[src/pre_defs.svh]
// Register offsets, field positions, reset values and timing counts of the peer exchange
`ifndef PRE_DEFS_SVH
`define PRE_DEFS_SVH

// ==========================================================================
// Register offsets
`define PRE_OFF_PKT_A      16'h0810
`define PRE_OFF_PKT_B      16'h0811
`define PRE_OFF_COL_A      16'h0812
`define PRE_OFF_COL_B      16'h0813
`define PRE_OFF_ACTIVE     16'h0ce7
`define PRE_OFF_INTERVAL   16'h1f4b
`define PRE_OFF_NODE       16'h1f4c
`define PRE_OFF_TX_START   16'h1f4d
`define PRE_OFF_NODE_COUNT 16'h1f5a
`define PRE_OFF_TX_COUNT   16'h1f5b
`define PRE_OFF_TX_DEST    16'h1f5c
`define PRE_OFF_FEATURE    16'h1f5e

// ==========================================================================
// Fields and reset values
// Enable is the sixth bit counting the least significant as bit one (value 32)
`define PRE_PEER_EN_BIT    5
`define PRE_CFG_RESET      16'h0000
`define PRE_TX_MAX         16'h0080
`define PRE_ACT_NODES      16
`define PRE_AGE_LIMIT      2'h3

// ==========================================================================
// Timing
`define PRE_CLK_NS         50
`define PRE_MS_NS          1000000
`define PRE_MS_CYCLES      (`PRE_MS_NS / `PRE_CLK_NS)

`endif

[src/pre_pkg.sv]
// Types shared by the peer register exchange
`default_nettype none

package pre_pkg;

    typedef enum logic [2:0] {
        PRE_TX_IDLE,
        PRE_TX_SRC,
        PRE_TX_DST,
        PRE_TX_CNT,
        PRE_TX_RDW,
        PRE_TX_DATA
    } pre_tx_st_t;

    typedef enum logic [1:0] {
        PRE_RX_IDLE,
        PRE_RX_DST,
        PRE_RX_CNT,
        PRE_RX_DATA
    } pre_rx_st_t;

    typedef struct packed {
        logic [15:0]      interval;
        logic [15:0]      node;
        logic [15:0]      tx_start;
        logic [15:0]      node_count;
        logic [15:0]      tx_count;
        logic [15:0]      tx_dest;
        logic [15:0]      feature;
        logic [15:0]      pkt_a;
        logic [15:0]      pkt_b;
        logic [15:0]      col_a;
        logic [15:0]      col_b;
        logic [15:0]      active;
        logic [15:0][1:0] age;
        logic [15:0]      ms_cnt;
        logic [15:0]      phase_ms;
        logic             slot_done;
        logic             tx_pend;
        pre_tx_st_t       tx_st;
        logic [15:0]      tx_len;
        logic [15:0]      tx_idx;
        logic             tx_valid;
        logic [15:0]      tx_data;
        logic             tx_first;
        logic             tx_last;
        logic             mem_rd_en;
        logic [15:0]      mem_rd_addr;
        logic             hold;
        pre_rx_st_t       rx_st;
        logic [15:0]      rx_dest;
        logic [15:0]      rx_cnt;
        logic [15:0]      rx_idx;
        logic             rx_keep;
        logic             mem_wr_en;
        logic [15:0]      mem_wr_addr;
        logic [15:0]      mem_wr_data;
        logic [15:0]      rdata;
    } pre_state_t;

endpackage : pre_pkg

`default_nettype wire

[src/pre_exchange.sv]
// Peer register exchange engine: scheduler, frame builder, frame receiver, registers
`include "pre_defs.svh"
`default_nettype none

// Behaviour
// - Peer node count register sets how many transmitting slots share each interval.
// - Own node number comes from its register, unrelated to any drop number.
// - Transmitted block starts at the local index in the transmit-start register.
// - Transmit count 1..128 registers; any value, need not match other peers.
// - Frame carries destination index; received blocks are stored from that index.
// - Broadcast repeats every update interval, counted in milliseconds.
// - Interval runs from own broadcast to own next broadcast.
// - Each node transmits only inside its own time slot.
// - One multicast frame per broadcast updates all peers together.
// - Exchange runs only while feature config bit 6 is set.
// - With bit 6 clear, received peer frames are discarded.
// - Node number zero with exchange enabled means receive only, never transmit.
// - Read-only bitmap bit x shows peer x active; cleared when it vanishes.
// - Only node numbers one to sixteen have an activity bit.
// - A vanished peer only clears its bit; own timing is unaffected.
// - No acknowledgement is ever sent for received frames.
// - Peer traffic takes priority over all other outgoing traffic.
// - Two readable collision counters.
// - Two readable packet counters for throughput checks.
module pre_exchange #(
    parameter int unsigned MS_CYCLES = `PRE_MS_CYCLES
) (
    input  wire logic        core_clk,
    input  wire logic        rst,
    input  wire logic [15:0] reg_addr,
    input  wire logic [15:0] reg_wdata,
    input  wire logic        reg_wr,
    input  wire logic        reg_rd,
    output logic      [15:0] reg_rdata,
    output logic             tx_valid,
    output logic      [15:0] tx_data,
    output logic             tx_first,
    output logic             tx_last,
    input  wire logic        tx_ready,
    input  wire logic        rx_valid,
    input  wire logic [15:0] rx_data,
    input  wire logic        rx_first,
    input  wire logic        rx_last,
    output logic             mem_rd_en,
    output logic      [15:0] mem_rd_addr,
    input  wire logic [15:0] mem_rd_data,
    output logic             mem_wr_en,
    output logic      [15:0] mem_wr_addr,
    output logic      [15:0] mem_wr_data,
    output logic             other_tx_hold,
    input  wire logic        mac_tx_frame,
    input  wire logic        mac_rx_frame,
    input  wire logic        mac_collision,
    input  wire logic        mac_excess_coll
);

    localparam logic [15:0] MS_LAST = 16'(MS_CYCLES - 1);

    pre_pkg::pre_state_t s_reg;
    pre_pkg::pre_state_t s_next;

    logic        peer_en;
    logic        tx_ok;
    logic        tx_accept;
    logic        slot_reached;
    logic [31:0] slot_lhs;
    logic [31:0] slot_rhs;
    logic [15:0] len_eff;

    // ======================================================================
    // Derived terms
    assign peer_en   = s_reg.feature[`PRE_PEER_EN_BIT];
    assign tx_accept = s_reg.tx_valid & tx_ready;
    // Listeners (node zero) and unconfigured schedules never get a slot
    assign tx_ok     = peer_en && (s_reg.node != 16'h0) && (s_reg.tx_count != 16'h0)
                       && (s_reg.interval != 16'h0) && (s_reg.node_count != 16'h0);
    // Offset = interval * (node-1) / count, compared by cross product to avoid a divider
    assign slot_lhs  = s_reg.phase_ms * s_reg.node_count;
    assign slot_rhs  = s_reg.interval * (s_reg.node - 16'h1);
    assign slot_reached = (slot_lhs >= slot_rhs);
    assign len_eff   = (s_reg.tx_count > `PRE_TX_MAX) ? `PRE_TX_MAX : s_reg.tx_count;

    // ======================================================================
    // Next state
    always_comb begin
        s_next = s_reg;
        s_next.mem_rd_en = 1'b0;
        s_next.mem_wr_en = 1'b0;
        s_next.rdata     = 16'h0;

        // Register writes
        if (reg_wr) begin
            unique case (reg_addr)
                `PRE_OFF_INTERVAL:   s_next.interval   = reg_wdata;
                `PRE_OFF_NODE:       s_next.node       = reg_wdata;
                `PRE_OFF_TX_START:   s_next.tx_start   = reg_wdata;
                `PRE_OFF_NODE_COUNT: s_next.node_count = reg_wdata;
                `PRE_OFF_TX_COUNT:   s_next.tx_count   = reg_wdata;
                `PRE_OFF_TX_DEST:    s_next.tx_dest    = reg_wdata;
                `PRE_OFF_FEATURE:    s_next.feature    = reg_wdata;
                default: ;
            endcase
        end

        // Register reads; unmapped addresses return zero
        if (reg_rd) begin
            unique case (reg_addr)
                `PRE_OFF_PKT_A:      s_next.rdata = s_reg.pkt_a;
                `PRE_OFF_PKT_B:      s_next.rdata = s_reg.pkt_b;
                `PRE_OFF_COL_A:      s_next.rdata = s_reg.col_a;
                `PRE_OFF_COL_B:      s_next.rdata = s_reg.col_b;
                `PRE_OFF_ACTIVE:     s_next.rdata = s_reg.active;
                `PRE_OFF_INTERVAL:   s_next.rdata = s_reg.interval;
                `PRE_OFF_NODE:       s_next.rdata = s_reg.node;
                `PRE_OFF_TX_START:   s_next.rdata = s_reg.tx_start;
                `PRE_OFF_NODE_COUNT: s_next.rdata = s_reg.node_count;
                `PRE_OFF_TX_COUNT:   s_next.rdata = s_reg.tx_count;
                `PRE_OFF_TX_DEST:    s_next.rdata = s_reg.tx_dest;
                `PRE_OFF_FEATURE:    s_next.rdata = s_reg.feature;
                default:             s_next.rdata = 16'h0;
            endcase
        end

        // Ethernet statistics, free running and wrapping
        if (mac_tx_frame)    s_next.pkt_a = s_reg.pkt_a + 16'h1;
        if (mac_rx_frame)    s_next.pkt_b = s_reg.pkt_b + 16'h1;
        if (mac_collision)   s_next.col_a = s_reg.col_a + 16'h1;
        if (mac_excess_coll) s_next.col_b = s_reg.col_b + 16'h1;

        // Millisecond timebase and own interval phase
        if (!peer_en) begin
            s_next.ms_cnt    = 16'h0;
            s_next.phase_ms  = 16'h0;
            s_next.slot_done = 1'b0;
            s_next.tx_pend   = 1'b0;
            s_next.active    = 16'h0;
            s_next.age       = '0;
        end else if (s_reg.ms_cnt >= MS_LAST) begin
            s_next.ms_cnt = 16'h0;
            // Phase depends only on own interval, so other peers cannot shift it
            if (!s_reg.slot_done && tx_ok && slot_reached) begin
                s_next.tx_pend   = 1'b1;
                s_next.slot_done = 1'b1;
            end
            if ((s_reg.phase_ms + 16'h1) >= s_reg.interval) begin
                s_next.phase_ms  = 16'h0;
                s_next.slot_done = 1'b0;
                // Peers silent for three intervals drop out of the bitmap
                for (int i = 0; i < `PRE_ACT_NODES; i++) begin
                    if (s_reg.age[i] != `PRE_AGE_LIMIT) begin
                        s_next.age[i] = s_reg.age[i] + 2'h1;
                    end
                    if (s_reg.age[i] + 2'h1 == `PRE_AGE_LIMIT) begin
                        s_next.active[i] = 1'b0;
                    end
                end
            end else begin
                s_next.phase_ms = s_reg.phase_ms + 16'h1;
            end
        end else begin
            s_next.ms_cnt = s_reg.ms_cnt + 16'h1;
        end

        // Frame builder: source, destination, count, then data words
        unique case (s_reg.tx_st)
            pre_pkg::PRE_TX_IDLE: begin
                if (s_reg.tx_pend && tx_ok) begin
                    s_next.tx_pend  = 1'b0;
                    s_next.tx_len   = len_eff;
                    s_next.tx_idx   = 16'h0;
                    s_next.tx_valid = 1'b1;
                    s_next.tx_first = 1'b1;
                    s_next.tx_data  = s_reg.node;
                    s_next.tx_st    = pre_pkg::PRE_TX_SRC;
                end
            end
            pre_pkg::PRE_TX_SRC: begin
                if (tx_accept) begin
                    s_next.tx_first = 1'b0;
                    s_next.tx_data  = s_reg.tx_dest;
                    s_next.tx_st    = pre_pkg::PRE_TX_DST;
                end
            end
            pre_pkg::PRE_TX_DST: begin
                if (tx_accept) begin
                    s_next.tx_data = s_reg.tx_len;
                    s_next.tx_st   = pre_pkg::PRE_TX_CNT;
                end
            end
            pre_pkg::PRE_TX_CNT: begin
                if (tx_accept) begin
                    s_next.tx_valid    = 1'b0;
                    s_next.mem_rd_en   = 1'b1;
                    s_next.mem_rd_addr = s_reg.tx_start;
                    s_next.tx_st       = pre_pkg::PRE_TX_RDW;
                end
            end
            pre_pkg::PRE_TX_RDW: begin
                s_next.tx_valid = 1'b1;
                s_next.tx_data  = mem_rd_data;
                s_next.tx_last  = ((s_reg.tx_idx + 16'h1) == s_reg.tx_len);
                s_next.tx_st    = pre_pkg::PRE_TX_DATA;
            end
            pre_pkg::PRE_TX_DATA: begin
                if (tx_accept) begin
                    s_next.tx_valid = 1'b0;
                    s_next.tx_last  = 1'b0;
                    if (s_reg.tx_last) begin
                        s_next.tx_st = pre_pkg::PRE_TX_IDLE;
                    end else begin
                        s_next.tx_idx      = s_reg.tx_idx + 16'h1;
                        s_next.mem_rd_en   = 1'b1;
                        s_next.mem_rd_addr = s_reg.tx_start + s_reg.tx_idx + 16'h1;
                        s_next.tx_st       = pre_pkg::PRE_TX_RDW;
                    end
                end
            end
            default: s_next.tx_st = pre_pkg::PRE_TX_IDLE;
        endcase
        // Other traffic waits while a peer frame is due or on the wire
        s_next.hold = s_next.tx_pend || (s_next.tx_st != pre_pkg::PRE_TX_IDLE);

        // Frame receiver; a first word always restarts parsing. Nothing is sent back.
        if (rx_valid) begin
            if (rx_first) begin
                s_next.rx_keep = peer_en && (rx_data != 16'h0) && (rx_data != s_reg.node);
                if (peer_en && (rx_data != 16'h0) && (rx_data <= 16'(`PRE_ACT_NODES))
                    && (rx_data != s_reg.node)) begin
                    s_next.active[rx_data[3:0] - 4'h1] = 1'b1;
                    s_next.age[rx_data[3:0] - 4'h1]    = 2'h0;
                end
                s_next.rx_st = pre_pkg::PRE_RX_DST;
            end else begin
                unique case (s_reg.rx_st)
                    pre_pkg::PRE_RX_DST: begin
                        s_next.rx_dest = rx_data;
                        s_next.rx_st   = pre_pkg::PRE_RX_CNT;
                    end
                    pre_pkg::PRE_RX_CNT: begin
                        s_next.rx_cnt = (rx_data > `PRE_TX_MAX) ? `PRE_TX_MAX : rx_data;
                        s_next.rx_idx = 16'h0;
                        s_next.rx_st  = pre_pkg::PRE_RX_DATA;
                    end
                    pre_pkg::PRE_RX_DATA: begin
                        if (s_reg.rx_keep && peer_en && (s_reg.rx_idx < s_reg.rx_cnt)) begin
                            s_next.mem_wr_en   = 1'b1;
                            s_next.mem_wr_addr = s_reg.rx_dest + s_reg.rx_idx;
                            s_next.mem_wr_data = rx_data;
                        end
                        s_next.rx_idx = s_reg.rx_idx + 16'h1;
                    end
                    pre_pkg::PRE_RX_IDLE: ;
                endcase
            end
            if (rx_last) begin
                s_next.rx_st = pre_pkg::PRE_RX_IDLE;
            end
        end
    end

    // ======================================================================
    // State register; configuration powers up cleared, so the exchange starts disabled
    always_ff @(posedge core_clk or posedge rst) begin
        if (rst) begin
            s_reg          <= '0;
            s_reg.feature  <= `PRE_CFG_RESET;
            s_reg.interval <= `PRE_CFG_RESET;
            s_reg.tx_st    <= pre_pkg::PRE_TX_IDLE;
            s_reg.rx_st    <= pre_pkg::PRE_RX_IDLE;
        end else begin
            s_reg <= s_next;
        end
    end

    // ======================================================================
    // Outputs
    assign reg_rdata     = s_reg.rdata;
    assign tx_valid      = s_reg.tx_valid;
    assign tx_data       = s_reg.tx_data;
    assign tx_first      = s_reg.tx_first;
    assign tx_last       = s_reg.tx_last;
    assign mem_rd_en     = s_reg.mem_rd_en;
    assign mem_rd_addr   = s_reg.mem_rd_addr;
    assign mem_wr_en     = s_reg.mem_wr_en;
    assign mem_wr_addr   = s_reg.mem_wr_addr;
    assign mem_wr_data   = s_reg.mem_wr_data;
    assign other_tx_hold = s_reg.hold;
endmodule : pre_exchange

`default_nettype wire

[config.mk]
export PLATFORM = sky130hd
export DESIGN_NAME = pre_exchange
export DESIGN_NICKNAME = d
export VERILOG_FILES = /design/src/pre_pkg.sv /design/src/pre_exchange.sv
export VERILOG_INCLUDE_DIRS = /design/src
export SDC_FILE = /design/constraint.sdc
export NUM_CORES = 2
export LEC_CHECK = 0
export ABC_AREA = 1
export ABC_CLOCK_PERIOD_IN_PS = 14040
export BUFFER_PORTS_ARGS = -buffer_cell sky130_fd_sc_hd__buf_4
export CAP_MARGIN = 20
export CORE_ASPECT_RATIO = 0.7
export CORE_MARGIN = 2
export CORE_UTILIZATION = 50
export CTS_CLUSTER_DIAMETER = 150
export DETAILED_ROUTE_END_ITERATION = 6
export GPL_TIMING_DRIVEN = 0
export PLACE_DENSITY = 0.69
export SETUP_SLACK_MARGIN = 0.4
export SLEW_MARGIN = 20
export SYNTH_ARGS = -nofsm -noshare
export SYNTH_HDL_FRONTEND = slang
export SYNTH_SLANG_ARGS = --single-unit
export TNS_END_PERCENT = 5
[constraint.sdc]
create_clock -name core_clk -period 14.04 [get_ports core_clk]
set_input_delay 1.404 -clock core_clk [delete_from_list [all_inputs] [get_ports core_clk]]
set_output_delay 1.404 -clock core_clk [all_outputs]
set_load 0.02 [all_outputs]
* Word level (Yosys, flattened, before mapping)
Index checks and enable logic that the tools add are counted.
W data, S select, Z words.
** Storage, ports and cells
- Flip-flop bits (word level) :: 430
- Output and inout bits :: 86
** Operators by class
- $add $sub $neg :: 29
- Multipliers :: 2
- Order comparisons :: 9
- Equality and inequality tests :: 62
- Mux-type cells :: 81
- Bitwise operators :: 5
- Reduce and logical (&&, ||, !) cells :: 52
** Operator list (count)
- $mux W48 :: 5
- $pmux W16 S12 :: 1
- $add A16 B1 Y16 const B :: 9
- $mux W33 :: 4
- $eq A16 B13 Y1 const B :: 7
- $mux W16 :: 7
- $mux W82 :: 1
- $eq A16 B12 Y1 const B :: 5
- $reduce_bool A16 Y1 :: 5
- $mux W17 :: 4
- $pmux W16 S2 :: 2
- $pmux W16 S4 :: 1
- $mux W54 :: 1
- $ne A2 B2 Y1 const B :: 22
- $mux W2 :: 20
- $eq A2 B2 Y1 const B :: 18
- $mux W18 :: 2
- $pmux W17 S2 :: 1
- $add A16 B16 Y16 :: 2
- $add A2 B1 Y2 const B :: 16
- $and A32 B32 Y32 :: 1
- $ge A32 B32 Y1 :: 1
- $gt A16 B8 Y1 const B :: 2
- $mul A16 B16 Y32 :: 1
- 39 further kinds :: 102

* Longest topological paths before layout
- Depth after elaboration :: 15
- Gate-level depth with buffers :: 44
- Gate-level depth less buffers :: 43

* Worst setup path before layout
OpenSTA, ideal clock, no wires.
- Kind :: reg2reg
- Start point :: register s_reg[398] (netlist bit)
- End point :: register s_reg (netlist bit other_tx_hold)
- Setup time :: 0.124 ns
- Data arrival time :: 7.073 ns
- Required time :: 13.916 ns
- Setup slack :: 6.843 ns
- Cell stages (with the launch flop) :: 35
- Path buffers :: 0
- Path through :: dfrtp_1 inv_1 ha_1 nand2_1 nor2_2 nand3_2 nor4_4 nand2_1 fa_1 fa_1 inv_1 fa_1 fa_1 fa_1 inv_1 fa_1 inv_1 ha_1 a21oi_1 o21ai_0 inv_1 o21bai_1 a21oi_1 and2_1 xor2_1 ha_1 a21oi_1 o21a_1 nand2_1 a21oi_1 nand3_1 nand2_1 nand2_1 nand2_1 nand2_1
** RTL lines
- from (decl) :: RTL line pre_exchange.sv:59 : pre_pkg::pre_state_t s_reg;
- from (signal assigned) :: RTL line pre_exchange.sv:271 : s_reg <= s_next;

==> results.tsv <==
stage	metric	value	unit
detailed_routing	vias per cell	5.442	
setup_path	most numerous cell on the critical path	nand2_1	
final_layout	layout cell share with drive strength beyond 1	9.187	%
sta	Final Cycle Share	64.61	%
clocking	clk root buf	clkbuf_16	
power_and_ir_drop	maximum VDD drop	0.07853	mV
sta	RSZ-0062 raised after global routing	no	
logic_synthesis	register bit count reported by yosys	430	
clocking	H-tree depth	2	
floorplan	core area	84410	µm²
setup_path	startpoint types	flop	
worst_hold_path	Hold Crit Depth	2	
sta	clk_skew	27.23	ps
setup_path	crit end category	flop	
clocking	Num Clock Sinks	430	
setup_path	Worst EP required	14490	ps
logic_synthesis	mux share of post-synthesis cell area	0	%
clocking	clk buf depth	3	
global_routing	met2 usage	42.42	%
logic_synthesis	Synth Flop Type	dfrtp_1	
sta	smallest hold slack	467.1	ps
logic_synthesis	largest family of logic cells by synthesized area	adder cells	
global_routing	gr busiest metal	met1	
power_and_ir_drop	pwr dens	70.73	nW/µm²
setup_path	r2r startpoint	s_reg[399]$_DFFE_PP0P_	
logic_synthesis	Cell Area, Synth	42630	µm²
setup_path	Slowest cell on crit path	fa_1	
worst_hold_path	Worst Hold End	s_reg[79]$_DFFE_PP0P_	
logic_synthesis	Yosys warning count	0	
clocking	Post-CTS Setup Bufs	0	
worst_hold_path	Tightest Hold Check Type	reg2reg	
final_layout	max reg flops	343	
flow_run	# Max-Cap Violations	0	
floorplan	Starting Density	50.50	%
global_routing	largest net degree at the start of global routing	104	
sta	final slew viol count	0	
logic_synthesis	simple-gate portion of the synthesized area	21.30	%
floorplan	area of the die	87650	µm²
logic_synthesis	Synth Area in Adders	28.62	%
logic_synthesis	top post-synthesis cells by area	dfrtp_1 (25%), fa_1 (19%), nand2_1 (11%)	
clocking	Worst-Skew Late Latency	580	ps
sta	Final min period	9072	ps
setup_path	worst r2r path cells	36	
global_routing	All-Layer GR Usage	30.94	%
detailed_routing	via count	37190	
detailed_routing	number of detailed-route iterations in the first pass	6	
global_routing	number of antenna violations at the first check in global routing	9	
clocking	Num CTS Buffers	42	
logic_synthesis	unique cell type count in the Yosys netlist	64	
setup_path	Worst EP arrival	9520	ps
logic_synthesis	Synth Area per Inst	7.819	µm²
sta	relative slew slack	39.76	%
clocking	Clock transition at path regs	60	ps
clocking	post-cts repair resize count	0	
sta	Achievable Freq	0.1102	GHz
clocking	CTS Hold Bufs	0	
setup_path	Largest stage delay, worst path	610	ps
logic_synthesis	share of the synthesized area in the top cell type	25.24	%
setup_path	Worst Setup Path Type	reg2reg	
global_routing	GRT overflow	0	
sta	Worst-Margin Slew	900.2	ps
placed_design	RePlAce Congestion	0.9905	
floorplan	IO Pins	162	
logic_synthesis	post-synthesis xor/xnor area fraction	3.452	%
clocking	CTS tree	done	
placed_design	post-placement cell count	6754	
logic_synthesis	asr flop ratio synth	100.0	%
final_layout	Final Non-Filler Cells	6834	
logic_synthesis	EDFF count, synth	0	
logic_synthesis	register area share after synthesis	25.24	%
final_layout	filler instances	7941	
detailed_routing	Routed WL	135700	µm
global_routing	M1 GR Usage	47.87	%
detailed_routing	DR iter-0 viols	4209	
final_layout	nets@finish	6469	
sta	Final Hold Fails	0	
global_routing	first-pass GRT wire length	208200	µm
logic_synthesis	Post-Synthesis Cells	5452	
floorplan	Site Rows	89	
placed_design	hpwl dp	110700	µm
detailed_routing	DRC Markers	0	
power_and_ir_drop	LEAKAGE	24.82	nW
setup_path	R2R setup slack	4970	ps
final_layout	Layout area overhead	10.02	%
detailed_routing	DR WL/cell	19.85	µm
status	status	complete, no violations	
setup_path	worst r2r dst	other_tx_hold$_DFF_PP0_	
worst_hold_path	hold_sp	s_reg[79]$_DFFE_PP0P_	
sta	# setup viols final	0	
logic_synthesis	compound-cell area share of the yosys netlist	8.688	%
floorplan	Die W	353.0	µm
setup_path	crit-path max FO	10	
logic_synthesis	Net Count, Synth	6260	
global_routing	met3 Track Usage GR	8.703	%
global_routing	vias in the first global route	35160	
placed_design	port bufs	161	
floorplan	die height	248.3	µm
detailed_routing	ANT nets after route	0	
logic_synthesis	Yosys top cell by area	dfrtp_1	
==> kinds of logic (layout without fill, tap and decap cells) <==
kind of cell	Yosys count	after routing
fa+ha+maj	732	732
compound gates	652	652
simple gates	2167	2167
flops	430	430
xor+xnor	168	168
other cells	1	5
buf+inv	1302	1543
==> synthesized netlist by cell type, types with 6 or more instances <==
| library cell | instances |
|---|---|
| o21a_1 | 7 |
| nand2_2 | 13 |
| fa_1 | 405 |
| nand2_1 | 1296 |
| nor3_1 | 52 |
| nor3b_1 | 6 |
| buf_2 | 56 |
| nor2_2 | 19 |
| o22ai_2 | 10 |
| inv_1 | 1016 |
| o211ai_1 | 22 |
| clkbuf_1 | 69 |
| xnor2_1 | 53 |
| o21ai_1 | 50 |
| or2_2 | 6 |
| a21o_1 | 6 |
| o21bai_1 | 13 |
| buf_6 | 13 |
| a21oi_1 | 178 |
| o22ai_1 | 57 |
| nor4_1 | 10 |
| nand3_1 | 186 |
| o21ai_2 | 14 |
| inv_2 | 22 |
| o221ai_1 | 8 |
| buf_4 | 92 |
| ha_1 | 327 |
| nor2_1 | 466 |
| xor2_1 | 115 |
| dfrtp_1 | 430 |
| o21ai_0 | 257 |
| nand4_1 | 63 |
| nor2_4 | 6 |
| buf_1 | 27 |
| a221oi_1 | 6 |
| nor3_2 | 9 |
==> area by class of cell <==
| class | count | area [µm²] | area share (%) |
|---|---|---|---|
| clock buffer | 56 | 1185 | 2.526 |
| inverter | 1043 | 3929 | 8.377 |
| clock inverter | 20 | 327.8 | 0.6990 |
| timing repair buffer | 165 | 1319 | 2.812 |
| antenna | 4 | 10.01 | 0.02134 |
| multi-input combinational | 3720 | 26460 | 56.42 |
| tap | 1137 | 1423 | 3.033 |
| buffer | 259 | 1488 | 3.172 |
| sequential | 430 | 10760 | 22.94 |
==> where the power goes <==
| part | internal [mW] | total, mW | switching [mW] |
|---|---|---|---|
| combinational | 0.223 | 0.625 | 0.401 |
| clock | 0.746 | 1.28 | 0.532 |
| sequential | 1.33 | 1.41 | 0.0843 |
==> per-stage QoR <==
stage	total power [mW]	setup TNS, ps	utilization (%)	worst slack [ps]	instance area [µm²]
3_5_place_dp	2.054	0	53.76	5080	45380
5_1_grt	3.458	0	55.56	4486	46900
6_report	3.317	0	55.56	4968	46900
2_1_floorplan	1.830	0	-	661.0	42630
4_1_cts	3.320	0	55.55	5057	46890
3_3_place_gp	2.042	-1888580	53.62	-4480	45260
==> worst max path at each step <==
stage                                 from                    endpoint  slack, ps
global route        s_reg[399]$_DFFE_PP0P_     other_tx_hold$_DFF_PP0_       4490
finish              s_reg[399]$_DFFE_PP0P_     other_tx_hold$_DFF_PP0_       4970
CTS                 s_reg[399]$_DFFE_PP0P_     other_tx_hold$_DFF_PP0_       5060
floorplan                              rst  mem_rd_addr[0]$_DFFE_PP0P_        660
detailed placement  s_reg[399]$_DFFE_PP0P_     other_tx_hold$_DFF_PP0_       5080
global placement                       rst      s_reg[181]$_DFFE_PP0P_      -4480
==> worst max-delay path: cells and delay by family (launching register included) <==
family / cells / cell delay [ps]
DFF: 1 / 450
adders and majority gates: 9 / 4330
buffers and inverters: 7 / 1000
AOI/OAI and AO/OA: 7 / 1180
and+or+nand+nor: 12 / 1810
xor gates and xnor gates: 1 / 150
==> cell usage in the layout, fill, tap and decap left out, types with 14 or more instances in the layout <==
master        n
o21ai_2      14
nand4_1      63
nor2_1      466
ha_1        327
a21oi_1     178
dfrtp_1     430
buf_4       253
xor2_1      115
o22ai_1      57
inv_2        22
o21ai_1      50
xnor2_1      53
clkbuf_16    43
o21ai_0     257
nand2_1    1296
nor3_1       52
inv_1      1015
nor2_2       19
clkbuf_1     76
fa_1        405
buf_1        27
nand3_1     186
buf_2        56
o211ai_1     22
==> metal layers <==
layer  part of all wire [%]  routed length, µm  vias to the layer above
met1                     46              62360                    17930
met3                     13              16980                      224
met2                     39              53130                     1822
met4                    2.4               3203                        0
met5                      0                  0                        -
li1                       -                  -                    17210
(Power assumes the default switching activity.)
